### src/hdl/ncd_pkg.sv
// Constants of the nonvolatile command dispatcher and read arbiter.
// Assumes a single 125 MHz bus clock and a plain register port.
package ncd_pkg;

  ////////////////////////////////////////////////////////////////////////////
  // Register byte offsets
  localparam logic [7:0] NCD_OFS_CLKDIV = 8'h00; // Flash clock divider
  localparam logic [7:0] NCD_OFS_CMD = 8'h04;    // Command code and target
  localparam logic [7:0] NCD_OFS_ADDR = 8'h08;   // Start address
  localparam logic [7:0] NCD_OFS_CNT = 8'h0C;    // Count or margin level
  localparam logic [7:0] NCD_OFS_STAT = 8'h10;   // Flash status
  localparam logic [7:0] NCD_OFS_PROT = 8'h14;   // Protection bits
  localparam logic [7:0] NCD_OFS_KEYLO = 8'h18;  // Supplied key, low word
  localparam logic [7:0] NCD_OFS_KEYHI = 8'h1C;  // Supplied key, high word
  localparam logic [7:0] NCD_OFS_MODE = 8'h20;   // Margin and security view

  ////////////////////////////////////////////////////////////////////////////
  // Field positions
  localparam int NCD_CMD_TGT_BIT = 8;   // 1 selects the EEPROM block
  localparam int NCD_ST_COMMAND_COMPLETE_FLAG = 7;       // Command complete
  localparam int NCD_ST_ACCESS_ERROR_FLAG = 5;     // Access error
  localparam int NCD_ST_PVIOL = 4;      // Protection violation
  localparam int NCD_ST_VFAIL = 1;      // Blank check failed
  localparam int NCD_PR_LOWDIS = 0;     // Program flash low disable
  localparam int NCD_PR_HIGHDIS = 1;    // Program flash high disable
  localparam int NCD_PR_POPEN = 2;      // Program flash open
  localparam int NCD_PR_EOPEN = 3;      // EEPROM open
  localparam logic [3:0] NCD_PROT_RST = 4'h0;
  localparam logic [15:0] NCD_CNT_RST = 16'h0000;

  ////////////////////////////////////////////////////////////////////////////
  // Command codes
  localparam logic [7:0] NCD_C_VFY_ALL = 8'h01;
  localparam logic [7:0] NCD_C_VFY_BLK = 8'h02;
  localparam logic [7:0] NCD_C_VFY_PSEC = 8'h03;
  localparam logic [7:0] NCD_C_RD_ONCE = 8'h04;
  localparam logic [7:0] NCD_C_PRG_P = 8'h06;
  localparam logic [7:0] NCD_C_PRG_ONCE = 8'h07;
  localparam logic [7:0] NCD_C_ERS_ALL = 8'h08;
  localparam logic [7:0] NCD_C_ERS_BLK = 8'h09;
  localparam logic [7:0] NCD_C_ERS_PSEC = 8'h0A;
  localparam logic [7:0] NCD_C_UNSEC = 8'h0B;
  localparam logic [7:0] NCD_C_BACKDOOR = 8'h0C;
  localparam logic [7:0] NCD_C_USR_MRG = 8'h0D;
  localparam logic [7:0] NCD_C_FLD_MRG = 8'h0E;
  localparam logic [7:0] NCD_C_VFY_ESEC = 8'h10;
  localparam logic [7:0] NCD_C_PRG_E = 8'h11;
  localparam logic [7:0] NCD_C_ERS_ESEC = 8'h12;
  localparam logic [7:0] NCD_C_PROT_OVR = 8'h13;
  localparam logic [15:0] NCD_EE_MAX_WORDS = 16'h0004;

  ////////////////////////////////////////////////////////////////////////////
  // Timing: reads stay legal during this lead-in after launch
  localparam int NCD_CLK_PERIOD_NS = 8;
  localparam int NCD_ARM_NS = 40;
  localparam int NCD_ARM_CYCLES =
    (NCD_ARM_NS + NCD_CLK_PERIOD_NS - 1) / NCD_CLK_PERIOD_NS;

  // Sequencer states
  typedef enum logic [1:0] {NCD_IDLE, NCD_ARM, NCD_RUN} ncd_state_t;

endpackage

### src/hdl/ncd_dispatch.sv
// Command dispatcher and read arbiter of a two-array nonvolatile memory.
// Assumes reads and commands are synchronous to clk_sys and that the
// array engine answers each arr_start with one arr_done pulse.
//
// Functional notes
// - 0x01 verifies all blocks erased
// - 0x02 verifies one selected block erased
// - 0x03/0x10 verify counted words from address
// - 0x04 reads the 64-byte once field
// - 0x06 programs one program-flash phrase
// - 0x07 programs once field, once per location
// - 0x08 erases all, needs all open bits
// - 0x09 flash block needs three flash bits
// - 0x09 EEPROM block needs EEPROM open bit
// - 0x0A erases one program-flash sector
// - 0x0B erases all then verifies, unsecures
// - 0x0C unsecures on matching key
// - 0x0D sets user margin per target
// - 0x0E field margin, special mode only
// - 0x11 programs one to four EEPROM words
// - 0x12 erases one EEPROM sector
// - 0x13 overrides protection after key check
// - only listed concurrent pairs are allowed
// - forbidden collision flags illegal access
// - reads succeed before array operation starts
// - illegal access only in collision cycle
// - one read at a time, arbitrated
// - non-normal margin makes reads margin reads
// - write-one to complete flag launches command
// - no divider write blocks program/erase
// - unknown command code sets access error
//
// Local design decisions: the register offsets and the address-and-strobe port.
`timescale 1ns/100ps

module ncd_dispatch
  import ncd_pkg::*;
#(
  parameter int ARM_CYCLES = NCD_ARM_CYCLES
)
(
  input wire logic clk_sys,
  input wire logic resetn,
  input wire logic [7:0] bus_addr,
  input wire logic [31:0] bus_wdata,
  input wire logic bus_wr,
  input wire logic bus_rd,
  output logic [31:0] bus_rdata,
  input wire logic special_mode,
  input wire logic [63:0] stored_backdoor_key,
  input wire logic [31:0] stored_override_key,
  input wire logic pf_rd_req,
  input wire logic ee_rd_req,
  output logic pf_rd_grant,
  output logic ee_rd_grant,
  output logic illegal_access,
  output logic arr_start,
  output logic [7:0] arr_code,
  output logic arr_pf,
  output logic arr_ee,
  output logic [23:0] arr_addr,
  output logic [15:0] arr_count,
  input wire logic arr_done,
  input wire logic arr_fail,
  output logic security_released,
  output logic pf_margin_active,
  output logic ee_margin_active
);

  // Refuse a lead-in the counter cannot hold
  if (ARM_CYCLES < 1 || ARM_CYCLES > 255)
  begin : g_bad_arm
    $error("ARM_CYCLES must lie in 1..255");
  end

  ////////////////////////////////////////////////////////////////////////////
  // Decode helpers

  // Known command codes
  function automatic logic cmd_known(input logic [7:0] c);
    cmd_known = (c >= NCD_C_VFY_ALL && c <= NCD_C_FLD_MRG && c != 8'h05) ||
      (c >= NCD_C_VFY_ESEC && c <= NCD_C_PROT_OVR);
  endfunction

  // Commands that program or erase cells
  function automatic logic cmd_writes(input logic [7:0] c);
    cmd_writes = c == NCD_C_PRG_P || c == NCD_C_PRG_ONCE ||
      c == NCD_C_ERS_ALL || c == NCD_C_ERS_BLK || c == NCD_C_ERS_PSEC ||
      c == NCD_C_UNSEC || c == NCD_C_PRG_E || c == NCD_C_ERS_ESEC;
  endfunction

  // Arrays occupied by a command, {pflash, eeprom}; zero for register-only
  function automatic logic [1:0] cmd_arrays(input logic [7:0] c,
                                            input logic ee);
    unique case (c)
      NCD_C_VFY_ALL, NCD_C_ERS_ALL, NCD_C_UNSEC: cmd_arrays = 2'b11;
      NCD_C_VFY_BLK, NCD_C_ERS_BLK: cmd_arrays = ee ? 2'b01 : 2'b10;
      NCD_C_VFY_PSEC, NCD_C_RD_ONCE, NCD_C_PRG_P, NCD_C_PRG_ONCE,
      NCD_C_ERS_PSEC: cmd_arrays = 2'b10;
      NCD_C_VFY_ESEC, NCD_C_PRG_E, NCD_C_ERS_ESEC: cmd_arrays = 2'b01;
      default: cmd_arrays = 2'b00;
    endcase
  endfunction

  ////////////////////////////////////////////////////////////////////////////
  // State

  ncd_state_t state_q; // Sequencer
  logic div_loaded_q; // Divider written since reset
  logic [15:0] clkdiv_q; // Divider value, kept for software
  logic [8:0] cmd_q; // Code plus target bit
  logic [23:0] addr_q; // Start address
  logic [15:0] cnt_q; // Word count or margin level
  logic [3:0] prot_q; // Protection bits
  logic [63:0] key_q; // Supplied key
  logic command_complete_flag_q; // Command complete
  logic access_error_flag_q; // Access error
  logic pviol_q; // Protection violation
  logic vfail_q; // Blank check failed
  logic [7:0] arm_q; // Lead-in counter
  logic verify_phase_q; // Unsecure sequence in its verify step
  logic [7:0] once_done_q; // One bit per 8-byte phrase of once field
  logic override_q; // Protection temporarily overridden
  logic secure_off_q; // Security released
  logic pf_margin_q; // Program flash margin not normal
  logic ee_margin_q; // EEPROM margin not normal
  logic [31:0] rdata_q; // Read data, one cycle after strobe

  ////////////////////////////////////////////////////////////////////////////
  // Register decode

  wire wr_cmd = bus_wr && command_complete_flag_q; // Parameters frozen while busy
  wire wr_div = bus_wr && bus_addr == NCD_OFS_CLKDIV;
  wire wr_stat = bus_wr && bus_addr == NCD_OFS_STAT;
  wire [7:0] code = cmd_q[7:0];
  wire tgt_ee = cmd_q[NCD_CMD_TGT_BIT];
  wire [1:0] arrays = cmd_arrays(code, tgt_ee);
  wire [3:0] prot_eff = prot_q | {4{override_q}};
  wire flash_open = prot_eff[NCD_PR_LOWDIS] && prot_eff[NCD_PR_HIGHDIS] &&
    prot_eff[NCD_PR_POPEN];
  wire ee_open = prot_eff[NCD_PR_EOPEN];

  // Launch: write one to the complete flag while it is set
  wire launch = wr_stat && bus_wdata[NCD_ST_COMMAND_COMPLETE_FLAG] && command_complete_flag_q &&
    !access_error_flag_q && !pviol_q;

  // Launch refusals raising the access error
  wire bad_code = !cmd_known(code);
  wire bad_div = cmd_writes(code) && !div_loaded_q;
  wire bad_mode = code == NCD_C_FLD_MRG && !special_mode;
  wire bad_count = code == NCD_C_PRG_E &&
    (cnt_q == 16'h0000 || cnt_q > NCD_EE_MAX_WORDS);
  wire bad_once = code == NCD_C_PRG_ONCE && once_done_q[addr_q[2:0]];
  wire acc_fail = bad_code || bad_div || bad_mode || bad_count || bad_once;

  // Erase protection checks
  wire prot_fail =
    (code == NCD_C_ERS_ALL && !(flash_open && ee_open)) ||
    (code == NCD_C_ERS_BLK && !tgt_ee && !flash_open) ||
    (code == NCD_C_ERS_BLK && tgt_ee && !ee_open);
  wire go = launch && !acc_fail && !prot_fail;

  // Key checks
  wire key_ok = key_q == stored_backdoor_key;
  wire ovr_ok = key_q[31:0] == stored_override_key;
  wire arm_end = state_q == NCD_ARM && arm_q == 8'h01;
  wire run_end = state_q == NCD_RUN && arr_done;
  wire unsec_next = run_end && code == NCD_C_UNSEC && !verify_phase_q;

  ////////////////////////////////////////////////////////////////////////////
  // Read arbitration; busy only once the array operation has begun

  wire pf_busy = state_q == NCD_RUN && arrays[1];
  wire ee_busy = state_q == NCD_RUN && arrays[0];
  // Program flash read is forbidden against own-array work, and as a
  // margin read against any EEPROM activity or read
  wire pf_bad = pf_busy || (pf_margin_q && (ee_busy || ee_rd_req));
  // EEPROM read is forbidden while either array is working
  wire ee_bad = ee_busy || pf_busy;
  wire pf_ok = pf_rd_req && !pf_bad;
  wire ee_ok = ee_rd_req && !ee_bad;

  // Flagged in the colliding cycle only
  assign illegal_access = (pf_rd_req && pf_bad) ||
    (ee_rd_req && ee_bad);
  // One read per cycle; program flash first, EEPROM holds its request
  assign pf_rd_grant = pf_ok;
  assign ee_rd_grant = ee_ok && !pf_ok;

  ////////////////////////////////////////////////////////////////////////////
  // Read mux

  wire [31:0] stat_word = 32'h0000_0000 |
    (32'(command_complete_flag_q) << NCD_ST_COMMAND_COMPLETE_FLAG) | (32'(access_error_flag_q) << NCD_ST_ACCESS_ERROR_FLAG) |
    (32'(pviol_q) << NCD_ST_PVIOL) | (32'(vfail_q) << NCD_ST_VFAIL);
  wire [31:0] mode_word = {26'h000_0000, override_q, secure_off_q,
    ee_margin_q, pf_margin_q, div_loaded_q, special_mode};
  logic [31:0] rd_mux;

  // Unmapped offsets read as zero
  always_comb
  begin
    unique case (bus_addr)
      NCD_OFS_CLKDIV: rd_mux = {16'h0000, clkdiv_q};
      NCD_OFS_CMD: rd_mux = {23'h00_0000, cmd_q};
      NCD_OFS_ADDR: rd_mux = {8'h00, addr_q};
      NCD_OFS_CNT: rd_mux = {16'h0000, cnt_q};
      NCD_OFS_STAT: rd_mux = stat_word;
      NCD_OFS_PROT: rd_mux = {28'h000_0000, prot_q};
      NCD_OFS_KEYLO: rd_mux = key_q[31:0];
      NCD_OFS_KEYHI: rd_mux = key_q[63:32];
      NCD_OFS_MODE: rd_mux = mode_word;
      default: rd_mux = 32'h0000_0000;
    endcase
  end

  // Read data stands only in the cycle after the strobe
  always_ff @(posedge clk_sys)
  begin
    if (!resetn || !bus_rd)
      rdata_q <= 32'h0000_0000;
    else
      rdata_q <= rd_mux;
  end
  assign bus_rdata = rdata_q;

  ////////////////////////////////////////////////////////////////////////////
  // Configuration registers; command parameters ignored while busy

  always_ff @(posedge clk_sys)
  begin
    if (!resetn)
    begin
      clkdiv_q <= 16'h0000;
      div_loaded_q <= 1'b0;
      cmd_q <= 9'h000;
      addr_q <= 24'h00_0000;
      cnt_q <= NCD_CNT_RST;
      prot_q <= NCD_PROT_RST;
      key_q <= 64'h0000_0000_0000_0000;
    end
    else
    begin
      if (wr_div)
      begin
        clkdiv_q <= bus_wdata[15:0];
        div_loaded_q <= 1'b1;
      end
      if (wr_cmd && bus_addr == NCD_OFS_CMD)
        cmd_q <= bus_wdata[8:0];
      if (wr_cmd && bus_addr == NCD_OFS_ADDR)
        addr_q <= bus_wdata[23:0];
      if (wr_cmd && bus_addr == NCD_OFS_CNT)
        cnt_q <= bus_wdata[15:0];
      if (wr_cmd && bus_addr == NCD_OFS_PROT)
        prot_q <= bus_wdata[3:0];
      if (wr_cmd && bus_addr == NCD_OFS_KEYLO)
        key_q[31:0] <= bus_wdata;
      if (wr_cmd && bus_addr == NCD_OFS_KEYHI)
        key_q[63:32] <= bus_wdata;
    end
  end

  ////////////////////////////////////////////////////////////////////////////
  // Status flags: a hardware set wins over a software clear

  always_ff @(posedge clk_sys)
  begin
    if (!resetn)
    begin
      access_error_flag_q <= 1'b0;
      pviol_q <= 1'b0;
      vfail_q <= 1'b0;
    end
    else
    begin
      if (launch && acc_fail)
        access_error_flag_q <= 1'b1;
      else if (wr_stat && bus_wdata[NCD_ST_ACCESS_ERROR_FLAG])
        access_error_flag_q <= 1'b0;
      if (launch && !acc_fail && prot_fail)
        pviol_q <= 1'b1;
      else if (wr_stat && bus_wdata[NCD_ST_PVIOL])
        pviol_q <= 1'b0;
      if (run_end && arr_fail)
        vfail_q <= 1'b1;
      else if (go)
        vfail_q <= 1'b0;
    end
  end

  ////////////////////////////////////////////////////////////////////////////
  // Sequencer: lead-in, then array run until done

  always_ff @(posedge clk_sys)
  begin
    if (!resetn)
    begin
      state_q <= NCD_IDLE;
      command_complete_flag_q <= 1'b1;
      arm_q <= 8'h00;
      verify_phase_q <= 1'b0;
    end
    else
    begin
      unique case (state_q)
        NCD_IDLE:
          if (go)
          begin
            command_complete_flag_q <= 1'b0;
            arm_q <= 8'(ARM_CYCLES);
            state_q <= NCD_ARM;
          end
        NCD_ARM:
          if (arm_end)
          begin
            // Register-only commands finish without the array
            if (arrays == 2'b00)
            begin
              command_complete_flag_q <= 1'b1;
              state_q <= NCD_IDLE;
            end
            else
              state_q <= NCD_RUN;
          end
          else
            arm_q <= arm_q - 8'h01;
        NCD_RUN:
          if (unsec_next)
            verify_phase_q <= 1'b1;
          else if (run_end)
          begin
            verify_phase_q <= 1'b0;
            command_complete_flag_q <= 1'b1;
            state_q <= NCD_IDLE;
          end
      endcase
    end
  end

  ////////////////////////////////////////////////////////////////////////////
  // Array request: one pulse per array step

  always_ff @(posedge clk_sys)
  begin
    if (!resetn)
    begin
      arr_start <= 1'b0;
      arr_code <= 8'h00;
      arr_pf <= 1'b0;
      arr_ee <= 1'b0;
      arr_addr <= 24'h00_0000;
      arr_count <= 16'h0000;
    end
    else
    begin
      arr_start <= (arm_end && arrays != 2'b00) || unsec_next;
      if (arm_end)
      begin
        // Verify, read-once, program and erase steps
        arr_code <= code;
        arr_pf <= arrays[1];
        arr_ee <= arrays[0];
        arr_addr <= addr_q;
        arr_count <= cnt_q;
      end
      else if (unsec_next)
        arr_code <= NCD_C_VFY_ALL;
    end
  end

  ////////////////////////////////////////////////////////////////////////////
  // Mode state: once field, security, override, margins

  always_ff @(posedge clk_sys)
  begin
    if (!resetn)
    begin
      once_done_q <= 8'h00;
      secure_off_q <= 1'b0;
      override_q <= 1'b0;
      pf_margin_q <= 1'b0;
      ee_margin_q <= 1'b0;
    end
    else
    begin
      if (run_end && code == NCD_C_PRG_ONCE)
        once_done_q[addr_q[2:0]] <= 1'b1;
      // A clean verify step after the erase step, or a matching backdoor key, releases security
      if (run_end && code == NCD_C_UNSEC && verify_phase_q && !arr_fail)
        secure_off_q <= 1'b1;
      if (arm_end && code == NCD_C_BACKDOOR && key_ok)
        secure_off_q <= 1'b1;
      if (arm_end && code == NCD_C_PROT_OVR)
        override_q <= ovr_ok;
      if (arm_end && (code == NCD_C_USR_MRG || code == NCD_C_FLD_MRG))
      begin
        if (tgt_ee)
          ee_margin_q <= cnt_q != 16'h0000;
        else
          pf_margin_q <= cnt_q != 16'h0000;
      end
    end
  end

  assign security_released = secure_off_q;
  assign pf_margin_active = pf_margin_q;
  assign ee_margin_active = ee_margin_q;
endmodule

### config.mk
export PLATFORM = sky130hd
export DESIGN_NAME = ncd_dispatch
export DESIGN_NICKNAME = d
export VERILOG_FILES = /design/src/hdl/ncd_pkg.sv /design/src/hdl/ncd_dispatch.sv
export SDC_FILE = /design/constraint.sdc
export NUM_CORES = 1
export LEC_CHECK = 0
export ABC_CLOCK_PERIOD_IN_PS = 5200
export BUFFER_PORTS_ARGS = -buffer_cell sky130_fd_sc_hd__buf_2
export CORE_MARGIN = 3
export CORE_UTILIZATION = 50
export CTS_CLUSTER_DIAMETER = 60
export DETAILED_ROUTE_END_ITERATION = 10
export PLACE_DENSITY_LB_ADDON = 0.12
export SYNTH_ARGS = -nofsm -noshare
export SYNTH_HDL_FRONTEND = slang
export SYNTH_SLANG_ARGS = --single-unit
### constraint.sdc
create_clock -name clk_sys -period 5.2 [get_ports clk_sys]
set_input_delay 0.52 -clock clk_sys [delete_from_list [all_inputs] [get_ports clk_sys]]
set_output_delay 0.52 -clock clk_sys [all_outputs]
set_load 0.005 [all_outputs]
After elaboration in Yosys (flattened, before gate mapping)
Cells that the tools add are included.
{ "word_totals": {"output_inout_bits": 89, "input_bits": 145, "wordCells": 230, "register_bits": 244} }
{ "op_classes": {"eq_ne": 37, "bitwise_logic": 6, "n_mux": 33, "reduce_logical": 119, "n_addsub": 1, "order_cmp": 7} }
{ "op_table": {"columns": ["operator", "n"], "rows": [
  ["$pmux W32 S9", 1],
  ["$eq A8 B4 Y1 const B", 9],
  ["$eq A64 B64 Y1", 1],
  ["$eq A8 B5 Y1 const B", 8],
  ["$logic_and A1 B1 Y1", 56],
  ["$eq A32 B32 Y1", 1],
  ["$eq A8 B3 Y1 const B", 4],
  ["$mux W8", 4],
  ["$logic_or A1 B1 Y1", 22],
  ["$logic_not A1 Y1", 18],
  ["$eq A8 B1 Y1 const B", 2],
  ["$eq A8 B2 Y1 const B", 2],
  ["$gt A16 B3 Y1 const B", 1],
  ["$logic_not A16 Y1", 1],
  ["$mux W1", 16],
  ["$pmux W8 S2", 1],
  ["$reduce_bool A16 Y1", 1],
  ["$reduce_bool A2 Y1", 8],
  ["$mux W2", 6],
  ["$ne A2 B2 Y1 const B", 5],
  ["$eq A8 B6 Y1 const B", 1],
  ["$ge A8 B1 Y1 const B", 1],
  ["$ge A8 B5 Y1 const B", 1],
  ["$le A8 B4 Y1 const B", 1],
  ["other kinds (28)", 32]
]} }

Logic depth before layout (Yosys ltp)
{ "logic_depth": {"word_depth": 18, "ltp_mapped": 10, "mapped_depth_nobuf": 9} }

Least setup slack after synthesis
OpenSTA, ideal clock, no wires.
{ "synth_path": {"kind": "input to register", "from": "input bus_addr[5]", "to": "register key_q[33]", "path_buffers": 1, "setup_ps": 132, "path_stages": 7, "t_required_ps": 5068, "path_slack_ps": 2782, "arrival_time_ps": 2286, "cell_sequence": "or4b_1 or4b_4 nor2_4 nand3_1 clkbuf_1 nand2_1 a21oi_1"} }
{ "synth_between": {"elab_chain_cells": 2} }
{ "synth_rtl": {"columns": ["item", "line_no", "rtl"], "rows": [
  ["from (decl)", "ncd_dispatch.sv:44", "input wire logic [7:0] bus_addr,"],
  ["$eq A8 B5 Y1", "ncd_dispatch.sv:259", "if (wr_cmd && bus_addr == NCD_OFS_KEYHI)"],
  ["$logic_and A1 B1 Y1", "ncd_dispatch.sv:259", null],
  ["to (signal assigned)", "ncd_dispatch.sv:260", "key_q[63:32] <= bus_wdata;"],
  ["to (decl)", "ncd_dispatch.sv:115", "logic [63:0] key_q;"]
]} }
Every way passes these cells.
A chain may end at the register's enable or synchronous reset.

Final worst setup path
{ "layout_path": {"from": "register cmd_q[0]", "to": "output illegal_access"} }
{ "layout_between": {"elab_chain_cells": 9} }
{ "layout_rtl": {"columns": ["item", "line_no", "rtl"], "rows": [
  ["from (decl)", "ncd_dispatch.sv:111", "logic [8:0] cmd_q;"],
  ["from (signal assigned)", "ncd_dispatch.sv:250", "cmd_q <= bus_wdata[8:0];"],
  ["$eq A8 B3 Y1, or another cell as far along", "ncd_dispatch.sv:95", "unique case (c)"],
  ["$reduce_or A5 Y1, or another cell as far along", "ncd_dispatch.sv:95", null],
  ["$pmux W2 S4 *", "ncd_dispatch.sv:95", null],
  ["$logic_and A1 B1 Y1", "ncd_dispatch.sv:174", "wire ee_busy = state_q == NCD_RUN && arrays[0];"],
  ["$logic_or A1 B1 Y1", "ncd_dispatch.sv:177", "wire pf_bad = pf_busy || (pf_margin_q && (ee_busy || ee_rd_req));"],
  ["$logic_and A1 B1 Y1", "ncd_dispatch.sv:177", null],
  ["$logic_or A1 B1 Y1", "ncd_dispatch.sv:177", null],
  ["$logic_and A1 B1 Y1", "ncd_dispatch.sv:184", "assign illegal_access = (pf_rd_req && pf_bad) ||"],
  ["$logic_or A1 B1 Y1 *", "ncd_dispatch.sv:184", null],
  ["to (decl)", "ncd_dispatch.sv:56", "output logic illegal_access,"]
]} }
Every way passes the cells marked *; elsewhere a longest branch is shown, timed or not.

==> flow_summary_export.csv <==
group,metric,value,unit
setup_path,cp.arrival,2630,ps
setup_path,cp-end-kind,"primary output",
setup_path,worstPathRequired,4680,ps
global_routing,grt_pass1_vias,9637,
setup_path,path_buf_inv,1,
power_and_ir_drop,seqPwrFrac,47.3,%
detailed_routing,dr.pass1.iters,11,
clock_network,cts_tree,"yes",
placement,hpwl,25700,µm
detailed_routing,ant_nets,0,
clock_network,cts_made_buffers,27,
die,rows,53,
synth,yosys.area.top_type,"dfxtp_1",
setup_path,start_kind,"register",
synth,synth_area_per_cell,8.07,µm²
die,start_util,51.2,%
setup_path,path_delay_family,"compound AO/OA/AOI/OAI gates",
synth,synth_edf_count,0,
sta,skew,7.52,ps
power_and_ir_drop,combPwrFrac,4.4,%
outcome,status,"finished, violations left",
global_routing,grt_first_pass_wirelength,55800,µm
setup_path,crit_fanout,16,
synth,synth_warnings,0,
power_and_ir_drop,p_int,3.08,mW
synth,synth_cell_types,67,
setup_path,worstSetupStartpoint,"cmd_q[0]",
clock_network,cts_setup_buffers,0,
detailed_routing,drt_iter0_markers,1265,
sta,hold_viol,0,
synth,netlist_area,10800,µm²
outcome,violations,"design-rule violations",
setup_path,r2r_start,"cmd_q[4]",
sta,worst_slew_pin_slew,1200,ps
sta,final_max_slew_viol_count,0,
die,io_pins,234,
synth,yosysTopAreaCellShare,45.1,%
synth,synthTopCellsByArea,"dfxtp_1 (45%), nand2_1 (12%), a21oi_1 (8.4%), xor2_1 (5.3%), mux2i_1 (3.5%)",
sta,min_period_over_period,60.6,%
sta,setup_ws,2050,ps
global_routing,grt_max_degree,74,
synth,ys_ff_latch,244,
sta,maxClockFrequency,317,MHz
detailed_routing,vias_per_cell,5.80,
clock_network,clockBufferDepth,3,
detailed_routing,drc,1,
hold_path,min_path_type,"primary input to register",
power_and_ir_drop,leakagePower,5.14,nW
clock_network,cts_root_buf,"clkbuf_16",
flow_run,cap_violations,0,
power_and_ir_drop,irDropWorstVdd,255,µV
placement,portBuffers,233,
setup_path,slowest_delay,730,ps
setup_path,worstSetupPathType,"register to primary output",
clock_network,htreeDepth,1,
clock_network,clk_latency,530,ps
placement,pre_cts_ws,1670,ps
synth,synth_fp_nets,1493,
die,core,21200,µm²
synth,synth_flop_cell,"dfxtp_1",
sta,maxSlewHeadroom,20.1,%
power_and_ir_drop,p_per_area,304,nW/µm²
clock_network,path_clk_slew,60,ps
power_and_ir_drop,p_sw,0.878,mW
sta,setup_viol,0,
setup_path,cpMostUsedCell,"a22o_1",
placement,gp_routability_congestion,0.931,
final_layout,syn_to_final_growth,20.3,%
clock_network,hold_buffers,0,
global_routing,grt-ovfl-total,0,
final_layout,design_area,13000,µm²
final_layout,drive_gt1_share,20.0,%
clock_network,cts_sinks,244,
die,fp.dieH,153,µm
final_layout,nNetsFinal,1684,
setup_path,slowest_stage,"dfxtp_1",
placement,placed_cell_area,12100,µm²
setup_path,r2r_end,"arm_q[5]",
detailed_routing,vias,10613,
detailed_routing,wl_per_cell,20.0,µm
synth,synth_cells,1343,
synth,synthArstFlopShare,0,%
power_and_ir_drop,pwr-share-clk,48.3,%
detailed_routing,wl,36600,µm
sta,setup-tns-final,0,ps
setup_path,r2r_slack,2440,ps
clock_network,ctsResizeCount,0,
setup_path,endpoint,"illegal_access",
setup_path,crit_chain,"nand2b_1 -> o221a_2 -> o22a_1 -> nor2_1 -> a22o_1 -> a22o_1 -> buf_2",
setup_path,reg2regPathDepth,7,
sta,fin_crit,3150,ps
synth,seq_area_frac_synth,45.1,%
global_routing,track_usage,29.4,%
setup_path,critical_path_depth,7,
global_routing,antenna_found_initial,1,
die,fp.dieW,153,µm
sta,rsz0062_at_grt,"false",
die,dieArea,23500,µm²
power_and_ir_drop,switching_share,22.2,%
-- Yosys cell counts (5+ instances only) --
cell	n
mux2i_1	38
nand2_1	341
inv_1	15
dfxtp_1	244
xnor2_1	32
nand2b_1	12
or3_1	5
a31oi_1	13
a21oi_1	181
nor4_1	24
nor3_1	16
nor2_1	95
nand3_1	29
clkbuf_1	70
o21ai_0	9
a222oi_1	19
a22oi_1	30
xor2_1	66
buf_2	12
nand4_1	16
ha_1	5
-- through the flow --
step	instances	hold WS [ps]	utilization [%]	total power [mW]
6_report	1829	241	61.6	3.96
5_1_grt	1829	237	61.6	4.07
4_1_cts	1828	232	61.6	3.98
3_5_place_dp	1780	446	57.4	2.09
3_3_place_gp	1780	441	57.4	2.09
2_1_floorplan	1343	429	-	1.98
-- worst min path at each step --
stage	start	endpoint	cells past startpoint
2_1_floorplan	once_done_q[0]	once_done_q[0]	2
3_5_place_dp	clkdiv_q[2]	clkdiv_q[2]	2
6_report	bus_wdata[31]	key_q[31]	3
5_1_grt	bus_wdata[31]	key_q[31]	3
3_3_place_gp	clkdiv_q[2]	clkdiv_q[2]	2
4_1_cts	bus_wdata[31]	key_q[31]	3
-- worst reg2reg max path: cells and delay by family, from the launching register on --
kind | cells | cell delay [ps]
flops | 1 | 690
compound gates | 4 | 1160
simple gates | 3 | 810
-- area by class of cell --
cell class / instances / area [µm²]
clock buffers: 36 / 739
clock inverters: 12 / 148
repair buffers: 248 / 1280
multi-input cells: 998 / 5580
inverters: 15 / 61.3
flip-flops and latches: 244 / 4880
well taps: 275 / 344
fillers: 1939 / 8120
diodes: 1 / 2.50
-- placed cells by master (no fill, tap or decap), types with 3 or more instances in the layout --
cell       count
inv_1         14
ha_1           5
a31oi_1       13
nand2b_1      12
clkbuf_16     27
clkbuf_1       6
and2_1         3
o21ai_0        9
nor2_2         3
o31ai_1        3
o21ai_1        3
nor3_2         3
clkinv_2       5
dfxtp_1      244
bufinv_16      3
clkbuf_8       3
nand2_1      341
mux2i_1       38
a22o_1         3
or3_1          5
a22oi_1       30
nor4_1        24
nand3_1       28
nand4_1       16
nor3_1        14
a21oi_1      181
nor2_1        94
buf_4         15
a222oi_1      19
xnor2_1       32
buf_2        233
xor2_1        66
-- sequential cells by signal (all words and copies together), names as in the netlist, 2 cells and up --
signal       flops
addr_q          24
arm_q            8
arr_addr        24
arr_code         8
arr_count       16
bus_rdata       32
clkdiv_q        16
cmd_q            9
cnt_q           16
key_q           64
once_done_q      8
prot_q           4
state_q          2
-- power groups by stage --
stage / Clock (mW) / Combinational [mW] / Sequential (mW)
final: 1.91 / 0.176 / 1.87
after floorplan: 0 / 0.0670 / 1.91
after detailed placement: 0 / 0.172 / 1.91
after global placement: 0 / 0.171 / 1.91
after global routing: 2.01 / 0.187 / 1.87
after CTS: 1.93 / 0.173 / 1.87
-- logic make-up after synthesis --
logic type | share of synthesized area (%)
xor+xnor | 7.92
simple gates | 22.8
fa+ha+maj | 0.577
compound gates | 16.4
buf+inv | 3.71
mux | 3.51
flops | 45.1
-- routing by layer --
metal / track usage [%] / routed length [µm]
met5: 0 / 0
met4: 6.70 / 775
met3: 4.22 / 3430
met2: 44.7 / 16300
met1: 44.5 / 16100
Power figures use the tool's default switching activity.
